## config.mk

```make
export PLATFORM = sky130hd
export DESIGN_NAME = program_space_access_mapper
export DESIGN_NICKNAME = d
export VERILOG_FILES = /design/src/core/psam_pkg.sv /design/src/core/program_space_access_mapper.sv
export VERILOG_INCLUDE_DIRS = /design/src /design/src/core
export SDC_FILE = /design/constraint.sdc
export NUM_CORES = 1
export LEC_CHECK = 0
export ABC_AREA = 1
export BUFFER_PORTS_ARGS = -buffer_cell sky130_fd_sc_hd__buf_2
export CAP_MARGIN = 20
export CORE_UTILIZATION = 40
export CTS_BUF_LIST = sky130_fd_sc_hd__clkbuf_8
export CTS_CLUSTER_SIZE = 30
export DETAILED_ROUTE_END_ITERATION = 6
export PLACE_DENSITY_LB_ADDON = 0.1
export SLEW_MARGIN = 20
export SYNTH_ARGS = -nofsm -noshare
export SYNTH_HDL_FRONTEND = slang
export SYNTH_SLANG_ARGS = --single-unit
```

## constraint.sdc

```tcl
create_clock -name core_clk -period 1.9 [get_ports core_clk]
set_input_delay 0.38 -clock core_clk [delete_from_list [all_inputs] [get_ports core_clk]]
set_output_delay 0.38 -clock core_clk [all_outputs]
set_load 0.05 [all_outputs]
```

## src/core/psam_params.svh

```systemverilog
`ifndef PSAM_PARAMS_SVH
`define PSAM_PARAMS_SVH
// register offsets on the plain register port
`define REG_TBL_PAGE     4'h0
`define REG_RD_PAGE      4'h1
`define REG_WR_PAGE      4'h2
`define REG_STATUS       4'h3
// reset values of the page registers
`define TBL_PAGE_RST     8'h00
`define RD_PAGE_RST      10'h001
`define WR_PAGE_RST      10'h001
// field positions
`define TBL_CFG_BIT      7
`define RD_REMAP_BIT     9
`define RD_WSEL_BIT      8
`define EA_TOP_BIT       15
// window base and extra cycles
`define WINDOW_BASE      16'h8000
`define EXTRA_ONE        2'h1
`define EXTRA_TWO        2'h2
`endif

```

## src/core/psam_pkg.sv

```systemverilog
package psam_pkg;
  // kind of access the core asks for
  typedef enum logic [2:0] {
    ACC_DATA_RD,
    ACC_DATA_WR,
    ACC_TBL_RD_LO,
    ACC_TBL_RD_HI,
    ACC_TBL_WR_LO,
    ACC_TBL_WR_HI
  } acc_kind_e;

  // request from the core load/store path
  typedef struct packed {
    logic        valid;
    acc_kind_e   kind;
    logic [15:0] ea;
    logic        byte_mode;
    logic        plain_move;
    logic        in_repeat;
    logic        rpt_edge;
    logic [15:0] wdata;
  } core_req_s;

  // request toward program memory
  typedef struct packed {
    logic        rd;
    logic        wr;
    logic        hi_word;
    logic [23:0] addr;
    logic [15:0] wdata;
  } pmem_req_s;

  // request toward data memory / extended data window
  typedef struct packed {
    logic        rd;
    logic        wr;
    logic [23:0] addr;
    logic [15:0] wdata;
  } dmem_req_s;

  // answer to the core
  typedef struct packed {
    logic        valid;
    logic [15:0] rdata;
    logic        addr_err;
    logic [1:0]  extra_cycles;
  } core_rsp_s;

  // whole state of the mapper
  typedef struct packed {
    logic [7:0]  tbl_page;
    logic [9:0]  rd_page;
    logic [9:0]  wr_page;
    logic [15:0] reg_rdata;
    logic [7:0]  err_count;
    logic        sel_pmem;
    logic        sel_hi;
    logic        sel_byte;
    logic        sel_bsel;
    logic        sel_phantom;
    logic        pend_rd;
    logic [1:0]  pend_extra;
    pmem_req_s   pmem;
    dmem_req_s   dmem;
    core_rsp_s   rsp;
  } state_s;
endpackage

```

## src/core/program_space_access_mapper.sv

```systemverilog
`timescale 1ns/1ps
`include "psam_params.svh"
// Operation
// - table address is page above effective address
// - table page top bit selects configuration
// - remap address from page low bits, ea[14:0]
// - read page bit 8 selects word
// - remap never reaches configuration, bit23 zero
// - remap bit 15 from page bit 0
// - low table read: word or byte select
// - high word read zeros phantom byte
// - high byte read zero on phantom select
// - high/low table ops hit bits 23:16/15:0
// - table writes to configuration are dropped
// - program words sit two addresses apart
// - pages 0x200-0x2FF low, 0x300-0x3FF high
// - window access with page zero traps
// - remap extra cycles outside repeat loop
// - remap extra cycles inside repeat loop
// - upper data half maps program page, read-only
// - data addresses below window ignore page registers
// - extended data read uses page low 9 bits
module program_space_access_mapper
  import psam_pkg::*;
(
  input  wire logic        core_clk,   // system clock
  input  wire logic        arst_n,     // async reset, active low
  input  wire logic [3:0]  reg_addr,   // register address
  input  wire logic [15:0] reg_wdata,  // register write data
  input  wire logic        reg_wr,     // register write strobe
  input  wire logic        reg_rd,     // register read strobe
  output logic      [15:0] reg_rdata,  // read data, cycle after strobe
  input  wire core_req_s   core_req,   // load/store request
  output core_rsp_s        core_rsp,   // answer to the core
  input  wire logic [23:0] pmem_rdata, // program word, same cycle as rd
  output pmem_req_s        pmem_req,   // program memory request
  input  wire logic [15:0] dmem_rdata, // data word, same cycle as rd
  output dmem_req_s        dmem_req    // data memory request
);

  state_s q, d;

  // page register writes take effect only through the register port
  function automatic logic is_tbl(input acc_kind_e k);
    is_tbl = (k != ACC_DATA_RD) && (k != ACC_DATA_WR);
  endfunction

  function automatic logic is_tbl_wr(input acc_kind_e k);
    is_tbl_wr = (k == ACC_TBL_WR_LO) || (k == ACC_TBL_WR_HI);
  endfunction

  // pick a byte of a word into the low lane
  function automatic logic [15:0] pick_byte(input logic [15:0] w,
                                            input logic        bsel);
    pick_byte = bsel ? {8'h00, w[15:8]} : {8'h00, w[7:0]};
  endfunction

  logic        win;
  logic        remap;
  logic [15:0] rdata_steer;

  always_comb begin
    d = q;
    // strobes and answers last one cycle
    d.pmem.rd = 1'b0;
    d.pmem.wr = 1'b0;
    d.dmem.rd = 1'b0;
    d.dmem.wr = 1'b0;
    d.rsp = '0;
    d.pend_rd = 1'b0;
    // extra cycle figure rides with the pending read to its answer
    d.pend_extra = 2'h0;
    rdata_steer = 16'h0000;
    win   = core_req.ea[`EA_TOP_BIT];
    remap = win && q.rd_page[`RD_REMAP_BIT];

    // register port writes
    if (reg_wr) begin
      case (reg_addr)
        `REG_TBL_PAGE: d.tbl_page = reg_wdata[7:0];
        `REG_RD_PAGE:  d.rd_page  = reg_wdata[9:0];
        `REG_WR_PAGE:  d.wr_page  = reg_wdata[9:0];
        default: ;
      endcase
    end
    // register port reads, answered in the next cycle
    d.reg_rdata = 16'h0000;
    if (reg_rd) begin
      case (reg_addr)
        `REG_TBL_PAGE: d.reg_rdata = {8'h00, q.tbl_page};
        `REG_RD_PAGE:  d.reg_rdata = {6'h00, q.rd_page};
        `REG_WR_PAGE:  d.reg_rdata = {6'h00, q.wr_page};
        `REG_STATUS:   d.reg_rdata = {8'h00, q.err_count};
        default:       d.reg_rdata = 16'h0000;
      endcase
    end

    // steer returned read data from last cycle's access
    if (q.pend_rd) begin
      if (q.sel_pmem) begin
        if (q.sel_hi) begin
          if (q.sel_byte && q.sel_bsel)
            rdata_steer = 16'h0000;
          else
            rdata_steer = {8'h00, pmem_rdata[23:16]};
        end else if (q.sel_phantom) begin
          // remapped upper word: phantom byte reads zero
          rdata_steer = {8'h00, pmem_rdata[23:16]};
        end else if (q.sel_byte) begin
          rdata_steer = pick_byte(pmem_rdata[15:0], q.sel_bsel);
        end else begin
          rdata_steer = pmem_rdata[15:0];
        end
      end else begin
        rdata_steer = dmem_rdata;
      end
      d.rsp.valid = 1'b1;
      d.rsp.rdata = rdata_steer;
      d.rsp.extra_cycles = q.pend_extra;
    end

    if (core_req.valid) begin
      if (is_tbl(core_req.kind)) begin
        // table path: full 24-bit address, words two apart
        d.pmem.addr  = {q.tbl_page, core_req.ea};
        d.pmem.wdata = core_req.wdata;
        d.pmem.hi_word = (core_req.kind == ACC_TBL_RD_HI) ||
                         (core_req.kind == ACC_TBL_WR_HI);
        if (is_tbl_wr(core_req.kind)) begin
          // configuration space is read-only for table writes
          d.pmem.wr = !q.tbl_page[`TBL_CFG_BIT];
          d.rsp.valid = 1'b1;
        end else begin
          d.pmem.rd = 1'b1;
          d.pend_rd = 1'b1;
          d.sel_pmem = 1'b1;
          d.sel_hi = d.pmem.hi_word;
          d.sel_phantom = 1'b0;
          d.sel_byte = core_req.byte_mode;
          d.sel_bsel = core_req.ea[0];
        end
      end else if (!win) begin
        // plain data space, page registers ignored
        d.dmem.addr = {8'h00, core_req.ea};
        d.dmem.wdata = core_req.wdata;
        d.dmem.rd = (core_req.kind == ACC_DATA_RD);
        d.dmem.wr = (core_req.kind == ACC_DATA_WR);
        d.pend_rd = d.dmem.rd;
        d.sel_pmem = 1'b0;
        d.rsp.valid = d.dmem.wr;
      end else if (core_req.kind == ACC_DATA_RD) begin
        if (q.rd_page == 10'h000) begin
          d.rsp.valid = 1'b1;
          d.rsp.addr_err = 1'b1;
          d.err_count = q.err_count + 8'h01;
        end else if (remap) begin
          // read-only window onto a 16K-word program page
          d.pmem.addr = {1'b0, q.rd_page[7:0],
                         core_req.ea[14:0]};
          d.pmem.hi_word = q.rd_page[`RD_WSEL_BIT];
          d.pmem.rd = 1'b1;
          d.pend_rd = 1'b1;
          d.sel_pmem = 1'b1;
          d.sel_hi = 1'b0;
          d.sel_phantom = q.rd_page[`RD_WSEL_BIT];
          d.sel_byte = 1'b0;
          // reported with the answer, one cycle later than the strobe
          if (!core_req.in_repeat)
            d.pend_extra = core_req.plain_move ?
                           `EXTRA_ONE : `EXTRA_TWO;
          else
            d.pend_extra = core_req.rpt_edge ?
                           `EXTRA_TWO : 2'h0;
        end else begin
          d.dmem.addr = {q.rd_page[8:0], core_req.ea[14:0]};
          d.dmem.rd = 1'b1;
          d.pend_rd = 1'b1;
          d.sel_pmem = 1'b0;
        end
      end else begin
        // window write: write page, never program memory
        d.rsp.valid = 1'b1;
        if (q.wr_page == 10'h000) begin
          d.rsp.addr_err = 1'b1;
          d.err_count = q.err_count + 8'h01;
        end else if (!q.rd_page[`RD_REMAP_BIT] ||
                     !q.wr_page[`RD_REMAP_BIT]) begin
          d.dmem.addr = {q.wr_page[8:0], core_req.ea[14:0]};
          d.dmem.wdata = core_req.wdata;
          d.dmem.wr = 1'b1;
        end // else dropped: remap path is read-only
      end
    end
  end

  // single state register; outputs all come straight from it
  always_ff @(posedge core_clk or negedge arst_n) begin
    if (!arst_n) begin
      q <= '0;
      q.tbl_page <= `TBL_PAGE_RST;
      q.rd_page  <= `RD_PAGE_RST;
      q.wr_page  <= `WR_PAGE_RST;
    end else begin
      q <= d;
    end
  end

  assign reg_rdata = q.reg_rdata;
  assign core_rsp  = q.rsp;
  assign pmem_req  = q.pmem;
  assign dmem_req  = q.dmem;

endmodule

```

==> results by group, run 1 <==
STA
  – Worst-margin pin slew: a little under 0.8 ns
  – Setup TNS Final: 0 ns
  – Hold Slack: between 0.1 and 0.15 ns
  – FMAX: around 560 MHz
  – Endpoints failing hold: 0
  – RSZ-0062 raised after global routing: yes
  – Final Slew Violations: 0
  – Final setup viols: 0
  – Crit path time final: between 1.5 and 2 ns
  – Tcrit/Tclk final: ~94%
  – Clk_skew: approximately 0.016 ns
  – Max-slew headroom: between 40% and 50%

Floorplanning
  – Core ar.: a little under 0.02 mm²
  – Die H: approximately 150 µm
  – Die width: 145 µm
  – Initial Util: between 40% and 50%
  – Rows: between 50 and 60
  – Die area: roughly 0.021 mm²
  – Io pins: between 200 and 250

Logic synthesis
  – Simple-Gate Fraction of Synth Area: 20.3%
  – Most common cell in the netlist: nand2_1
  – Cell type with the largest total area after synthesis: dfrtp_1
  – Mean post-synth cell area: between 8 and 9 µm²
  – FF+latch count, synth: ~160
  – Synth top cells by count: 254 x nand2_1, 157 x dfrtp_1, 130 x buf_4
  – Main combinational cell family by area after synthesis: simple AND/OR/NAND/NOR gates
  – Yosys cell types: 36
  – Synth Warn #: 0
  – Asr flop ratio synth: 100%
  – Post-synthesis sequential area ratio: 48.6%
  – Top cells by area, synth: dfrtp_1 48%, buf_4 12%, nand2_1 12%, o21ai_0 5.5%, a21oi_1 3.5%
  – Post-Synth Adder-Cell Area: less than 1%
  – Synth Area in Compound Gates: between 10% and 20%
  – Post-synthesis xor/xnor area fraction: 0.535%
  – Mux cell area share after synthesis: about 2.3%
  – Main flop type after synthesis: dfrtp_1
  – EDFF count, synth: 0
  – Post-Syn Area: around 0.008 mm²
  – Cells after Synth: 968
  – Top cell type's share of synthesized area: 48.0%

Cells and area
  – Fraction of layout cells with a size suffix above 1: a little under a third
  – Diodes inserted: 0
  – Layout fillers: between 2000 and 2500
  – Fin area: 0.00930 mm²
  – Nets: between 1000 and 1500
  – Synthesis-to-layout area growth: 13.5%

Clock network
  – Post-CTS Setup Bufs: 0
  – Clock slew at reported path FFs: 0.09 ns
  – Num CTS Buffers: 17
  – Clk sinks: between 150 and 200
  – H-tree depth: 4
  – Root Buffer: clkbuf_8
  – Max clock buf depth: 2
  – Skew-Pair Late Insertion Delay: 0.46 ns
  – CTS tree: done

Global routing
  – Total grt overflow: 0
  – First-pass GRT wire length: 34600 µm
  – Initial antenna violation count: 0
  – Largest net degree at the start of global routing: 42
  – GRT Util Overall: around a fifth
  – Vias in the first global route: approximately 6600

Worst hold path
  – HP Class: input pin to register

Power
  – VDD IR-drop max: 498 µV
  – Leakage power: ~0.005 µW
  – P per Cell Area: between 1000 and 1500 mW/mm²
  – Comb pwr share: 32.4%
  – Pint: about 5800 µW
  – Switching Share: between 40 and 50%
  – Clock share of power: roughly 25%
  – Sw Pwr: 4030 µW
  – Reg power frac: between 40 and 50%

Setup path
  – Worst Path Arrival: ~2.1 ns
  – WP data required: between 2 and 2.5 ns
  – Critical path startpoint category: register
  – Nature of the critical path endpoint: register
  – CP Class: register to register
  – Worst-path fanout max: 15

Placement
  – Routability cong.: ~0.84
  – Placed cell area: between 0.008 and 0.009 mm²
  – Dpl hpwl: roughly 16000 µm
  – PortBufs: 212

Drt
  – Via density: between 4 and 5
  – DR DRC count: 0
  – Routed vias: 6439
  – Routed Antenna Nets: 0
  – Drt pass-1 iters: 5
  – Initial DRC Count: about 340
  – DR WL/cell: 15.4 µm
  – Detailed Route WL: about 21000 µm

Job
  – Max cap viols: 0

Status
  – Outcome: complete, no violations
-- sequential cells by signal, indices dropped and copies added (netlist names) --
register and cells:
q 44, pmem_req 43, dmem_req 42, core_rsp 20
reg_rdata 10
-- final timing paths --
kind / from / endpoint / slack, ns / depth (start not counted)
hold / removal: core_req[17] / q[105]$_DFF_PN0_ / 0.10 / 2
hold reg to reg: q[106]$_DFF_PN0_ / core_rsp[1]$_DFF_PN0_ / 0.44 / 2
setup reg to reg: q[141]$_DFFE_PN0P_ / dmem_req[20]$_DFFE_PN0P_ / 0.12 / 6
max in group asynchronous: arst_n / q[137]$_DFFE_PN1P_ / 0.84 / 3
setup / recovery: q[141]$_DFFE_PN0P_ / dmem_req[20]$_DFFE_PN0P_ / 0.12 / 6
min in group asynchronous: arst_n / pmem_req[28]$_DFFE_PN0P_ / 0.41 / 2
-- cells in the final DEF, fill, tap and decap left out, types with 2 or more instances in the layout --
| master | synthesis | final |
|---|---|---|
| nand4_1 | 3 | 3 |
| o21ai_0 | 90 | 90 |
| o211ai_1 | 8 | 8 |
| conb_1 | 1 | 6 |
| inv_1 | 69 | 70 |
| nor2_8 | 3 | 3 |
| clkinv_2 | 0 | 2 |
| nor2_4 | 3 | 4 |
| nor2_1 | 48 | 47 |
| nand3_1 | 47 | 47 |
| buf_12 | 0 | 4 |
| o2bb2ai_1 | 2 | 2 |
| inv_2 | 4 | 4 |
| nand2_1 | 254 | 254 |
| a31oi_1 | 8 | 8 |
| nand2b_1 | 8 | 8 |
| dfrtp_1 | 157 | 157 |
| nand3_2 | 3 | 3 |
| xor2_1 | 5 | 5 |
| nor3_1 | 4 | 4 |
| a21oi_1 | 57 | 57 |
| clkinv_1 | 3 | 3 |
| nor2_2 | 1 | 2 |
| clkbuf_8 | 0 | 18 |
| mux2_2 | 16 | 16 |
| nand2_2 | 6 | 6 |
| buf_4 | 130 | 44 |
| clkinvlp_4 | 0 | 3 |
| dfstp_2 | 2 | 2 |
| inv_6 | 0 | 5 |
| buf_2 | 9 | 211 |
-- per-layer routing --
metal	track usage, %	vias to the layer above	wire [µm]
li1	-	3223	-
met1	27.4	2991	9680
met2	34.6	197	10200
met3	3.93	28	954
met4	7.00	0	400
met5	0	-	0
-- final cells by class --
cell class | count | area [µm²] | area share [%]
clock buffer | 18 | 248 | 2.66
clock inverter | 14 | 130 | 1.40
inverter | 76 | 285 | 3.07
multi-input combinational | 581 | 2840 | 30.5
sequential | 159 | 3980 | 42.8
tap | 265 | 332 | 3.57
timing repair buffer | 261 | 1490 | 16.0
-- cell families after synthesis --
| logic type | count (synthesis) |
|---|---|
| compound gates | 168 |
| xor+xnor | 5 |
| fa+ha+maj | 1 |
| buf+inv | 234 |
| flops | 159 |
| mux | 17 |
| other cells | 1 |
| simple gates | 383 |
-- power by group through the flow --
stage,combinational (µW),clock (µW),sequential [µW]
2_1_floorplan,2800,0,4190
3_3_place_gp,3190,0,4260
3_5_place_dp,3200,0,4270
4_1_cts,3210,2530,4210
5_1_grt,3440,2700,4280
6_report,3180,2440,4210
-- timing repair --
action,4_1_cts,5_1_grt
hold buffers,1,0
setup endpoints to repair,0,23
gates resized for setup,0,2
endpoints found under the hold margin,34,0
-- through the flow --
step / setup slack, ns / utilization, % / std cells / total power [µW]
floorplan: 0.450 / - / 973 / 6990
global placement: 0.0968 / 45.0 / 1340 / 7450
detailed placement: 0.0609 / 45.0 / 1340 / 7470
CTS: 0.125 / 46.9 / 1373 / 9950
global route: -0.00828 / 47.0 / 1374 / 10400
finish: 0.120 / 47.0 / 1374 / 9840
-- critical path: stages, from the launching register on --
cell	delay (ns)
dfrtp_1	0.42
nor2_1	0.21
nand3_1	0.15
o21bai_2	0.62
a21oi_1	0.13
nand2_1	0.09
nand2_1	0.05
Note: power is estimated with default switching activity, not from simulation.
==> run 2: changes to the inputs <==
--- a/config.mk
+++ b/config.mk
@@ -14,6 +14,7 @@
 export CTS_CLUSTER_SIZE = 30
 export DETAILED_ROUTE_END_ITERATION = 6
 export PLACE_DENSITY_LB_ADDON = 0.1
+export RECOVER_POWER = 100
 export SLEW_MARGIN = 20
 export SYNTH_ARGS = -nofsm -noshare
 export SYNTH_HDL_FRONTEND = slang
==> results by group, run 2 (synthesized netlist as in run 1, its figures left out) <==
Power
  – VDD IR-drop max: 478 µV (was 498 µV)
  – Power Total: 9700 µW (was 9840 µW)
  – P per Cell Area: 1070 mW/mm² (was 1060 mW/mm²)
  – Leakage power: 0.00453 µW (was 0.00500 µW)

STA
  – Setup TNS Final: 0 ns (unchanged)
  – RSZ-0062 raised after global routing: yes (unchanged)
  – Endpoints failing hold: 0 (unchanged)
  – Tcrit/Tclk final: 92.8% (was 93.7%)
  – Crit path time final: 1.76 ns (was 1.78 ns)
  – Worst-margin pin slew: 1.06 ns (was 0.769 ns)
  – FMAX: 567 MHz (was 562 MHz)
  – Final Slew Violations: 0 (unchanged)
  – Max-slew headroom: 29.1% (was 48.7%)
  – Final setup margin: 0.137 ns (was 0.120 ns)
  – Clk_skew: 0.0148 ns (was 0.0164 ns)
  – Final setup viols: 0 (unchanged)

Clock network
  – Skew-Pair Late Insertion Delay: 0.46 ns (about the same)
  – Clock slew at reported path FFs: 0.09 ns (about the same)
  – H-tree depth: 4 (unchanged)
  – Root Buffer: clkbuf_8 (unchanged)
  – Num CTS Buffers: 17 (unchanged)
  – Clk sinks: 159 (unchanged)
  – Max clock buf depth: 2 (unchanged)
  – CTS tree: done (unchanged)

Global routing
  – Vias in the first global route: 6564 (unchanged)
  – First-pass GRT wire length: 34600 µm (unchanged)
  – Largest net degree at the start of global routing: 42 (unchanged)
  – Total grt overflow: 0 (unchanged)
  – GRT Util Overall: 20.9% (unchanged)
  – Initial antenna violation count: 0 (unchanged)

Drt
  – Detailed Route WL: 21200 µm (about the same)
  – DR WL/cell: 15.4 µm (about the same)
  – Drt pass-1 iters: 5 (unchanged)
  – Routed vias: 6437 (was 6439)
  – Initial DRC Count: 332 (was 336)
  – DR DRC count: 0 (unchanged)
  – Routed Antenna Nets: 0 (unchanged)
  – Via density: 4.68 (was 4.69)

Placement
  – Dpl hpwl: 15700 µm (unchanged)
  – Routability cong.: 0.837 (unchanged)
  – Dpl ws: 0.0609 ns (unchanged)
  – PortBufs: 212 (unchanged)

Cells and area
  – Fraction of layout cells with a size suffix above 1: 18.6% (was 30.2%)
  – Diodes inserted: 0 (unchanged)
  – Nets: 1201 (unchanged)
  – Synthesis-to-layout area growth: 10.3% (was 13.5%)
  – Biggest register: q (unchanged)
  – Max reg flops: 44 (unchanged)
  – Most common cell after layout, fill and taps aside: nand2_1 (unchanged)
  – Most frequent cells in the layout: 257 x nand2_1, 157 x dfrtp_1, 124 x clkbuf_1 (was 254 x nand2_1, 211 x buf_2, 157 x dfrtp_1)

Setup path
  – CP Class: register to register (unchanged)
  – Worst Path Arrival: 2.11 ns (was 2.13 ns)
  – Worst path bufs/invs: 0 (unchanged)
  – Most used cell, CP: nand2_1 (unchanged)
  – WP data required: 2.24 ns (was 2.25 ns)
  – Worst-path fanout max: 15 (unchanged)
  – R2r worst-path depth: 6 (unchanged)
  – Critical path's top delay family: compound AO/OA/AOI/OAI gates (unchanged)
  – Critical path startpoint category: register (unchanged)
  – Critical path's slowest cell: o21bai_2 (unchanged)
  – Cells along the critical path: nor2_1 -> nand3_1 -> o21bai_2 -> a21oi_1 -> nand2_1 -> nand2_1 (unchanged)
  – Crit path depth: 6 (unchanged)
  – Largest stage delay on the critical path: 0.61 ns (was 0.62 ns)
  – Nature of the critical path endpoint: register (unchanged)

Floorplanning
  – Initial Util: 41.4% (unchanged)
  – Rows: 51 (unchanged)
  – Io pins: 225 (unchanged)
  – Die H: 145 µm (unchanged)
  – Core ar.: 0.0198 mm² (unchanged)
  – Die area: 0.0211 mm² (unchanged)
  – Die width: 145 µm (unchanged)

Job
  – Max cap viols: 0 (unchanged)

Worst hold path
  – Hold depth: 2 (unchanged)
  – HP Class: input pin to register (unchanged)

Status
  – Outcome: complete, no violations (unchanged)
-- run 2: worst reg2reg max path, cell delays in order, from the launching register on --
cell,delay [ns]
dfrtp_1,0.42
nor2_1,0.20
nand3_1,0.15
o21bai_2,0.61
a21oi_1,0.14
nand2_1,0.09
nand2_1,0.05
-- run 2: final timing paths --
| path | startpoint | to | slack, ns |
|---|---|---|---|
| worst max-delay path | q[141]$_DFFE_PN0P_ | dmem_req[25]$_DFFE_PN0P_ | 0.14 |
| worst min-delay path | core_req[17] | q[105]$_DFF_PN0_ | 0.11 |
| worst max register to register | q[141]$_DFFE_PN0P_ | dmem_req[25]$_DFFE_PN0P_ | 0.14 |
| worst min register to register | q[106]$_DFF_PN0_ | core_rsp[1]$_DFF_PN0_ | 0.44 |
| max in group asynchronous | arst_n | q[137]$_DFFE_PN1P_ | 0.23 |
| min in group asynchronous | arst_n | core_rsp[1]$_DFF_PN0_ | 0.65 |
-- run 2: cell type report --
class	count	area (µm²)
fillers	2117	10700
flip-flops and latches	159	3980
multi-input cells	581	2820
repair buffers	261	1240
well taps	265	332
inverters	76	285
clock buffers	18	248
clock inverters	14	130
-- run 2: metrics by stage --
stage,cells,instance area [µm²],utilization (%),hold slack [ns]
2_1_floorplan,973,8210,-,0.0844
3_3_place_gp,1340,8900,45.0,0.329
3_5_place_dp,1340,8900,45.0,0.329
4_1_cts,1373,9290,46.9,0.0715
5_1_grt,1374,9030,45.7,0.0756
6_report,1374,9030,45.7,0.106
-- run 2: report_power, final --
group          internal, µW  switching, µW  total (µW)  leakage, µW
Clock                  1090           1340        2430     0.000190
Sequential             3890            336        4220      0.00204
Combinational           695           2350        3040      0.00230
Total                  5670           4020        9700      0.00453
-- run 2: timing repair --
item | CTS | global route
buffers inserted | 0 | 0
endpoints found under the hold margin | 34 | 0
gates resized for setup | 0 | 2
hold buffers | 1 | 0
endpoints found under the setup margin | 0 | 23
-- run 2: metal layers --
layer / global-route usage, % / part of all wire (%) / vias to the layer above
li1: - / - / 3220
met1: 27.4 / 45 / 2994
met2: 34.6 / 48 / 192
met3: 3.93 / 4.6 / 31
met4: 7.00 / 2.0 / 0
met5: 0 / 0 / -
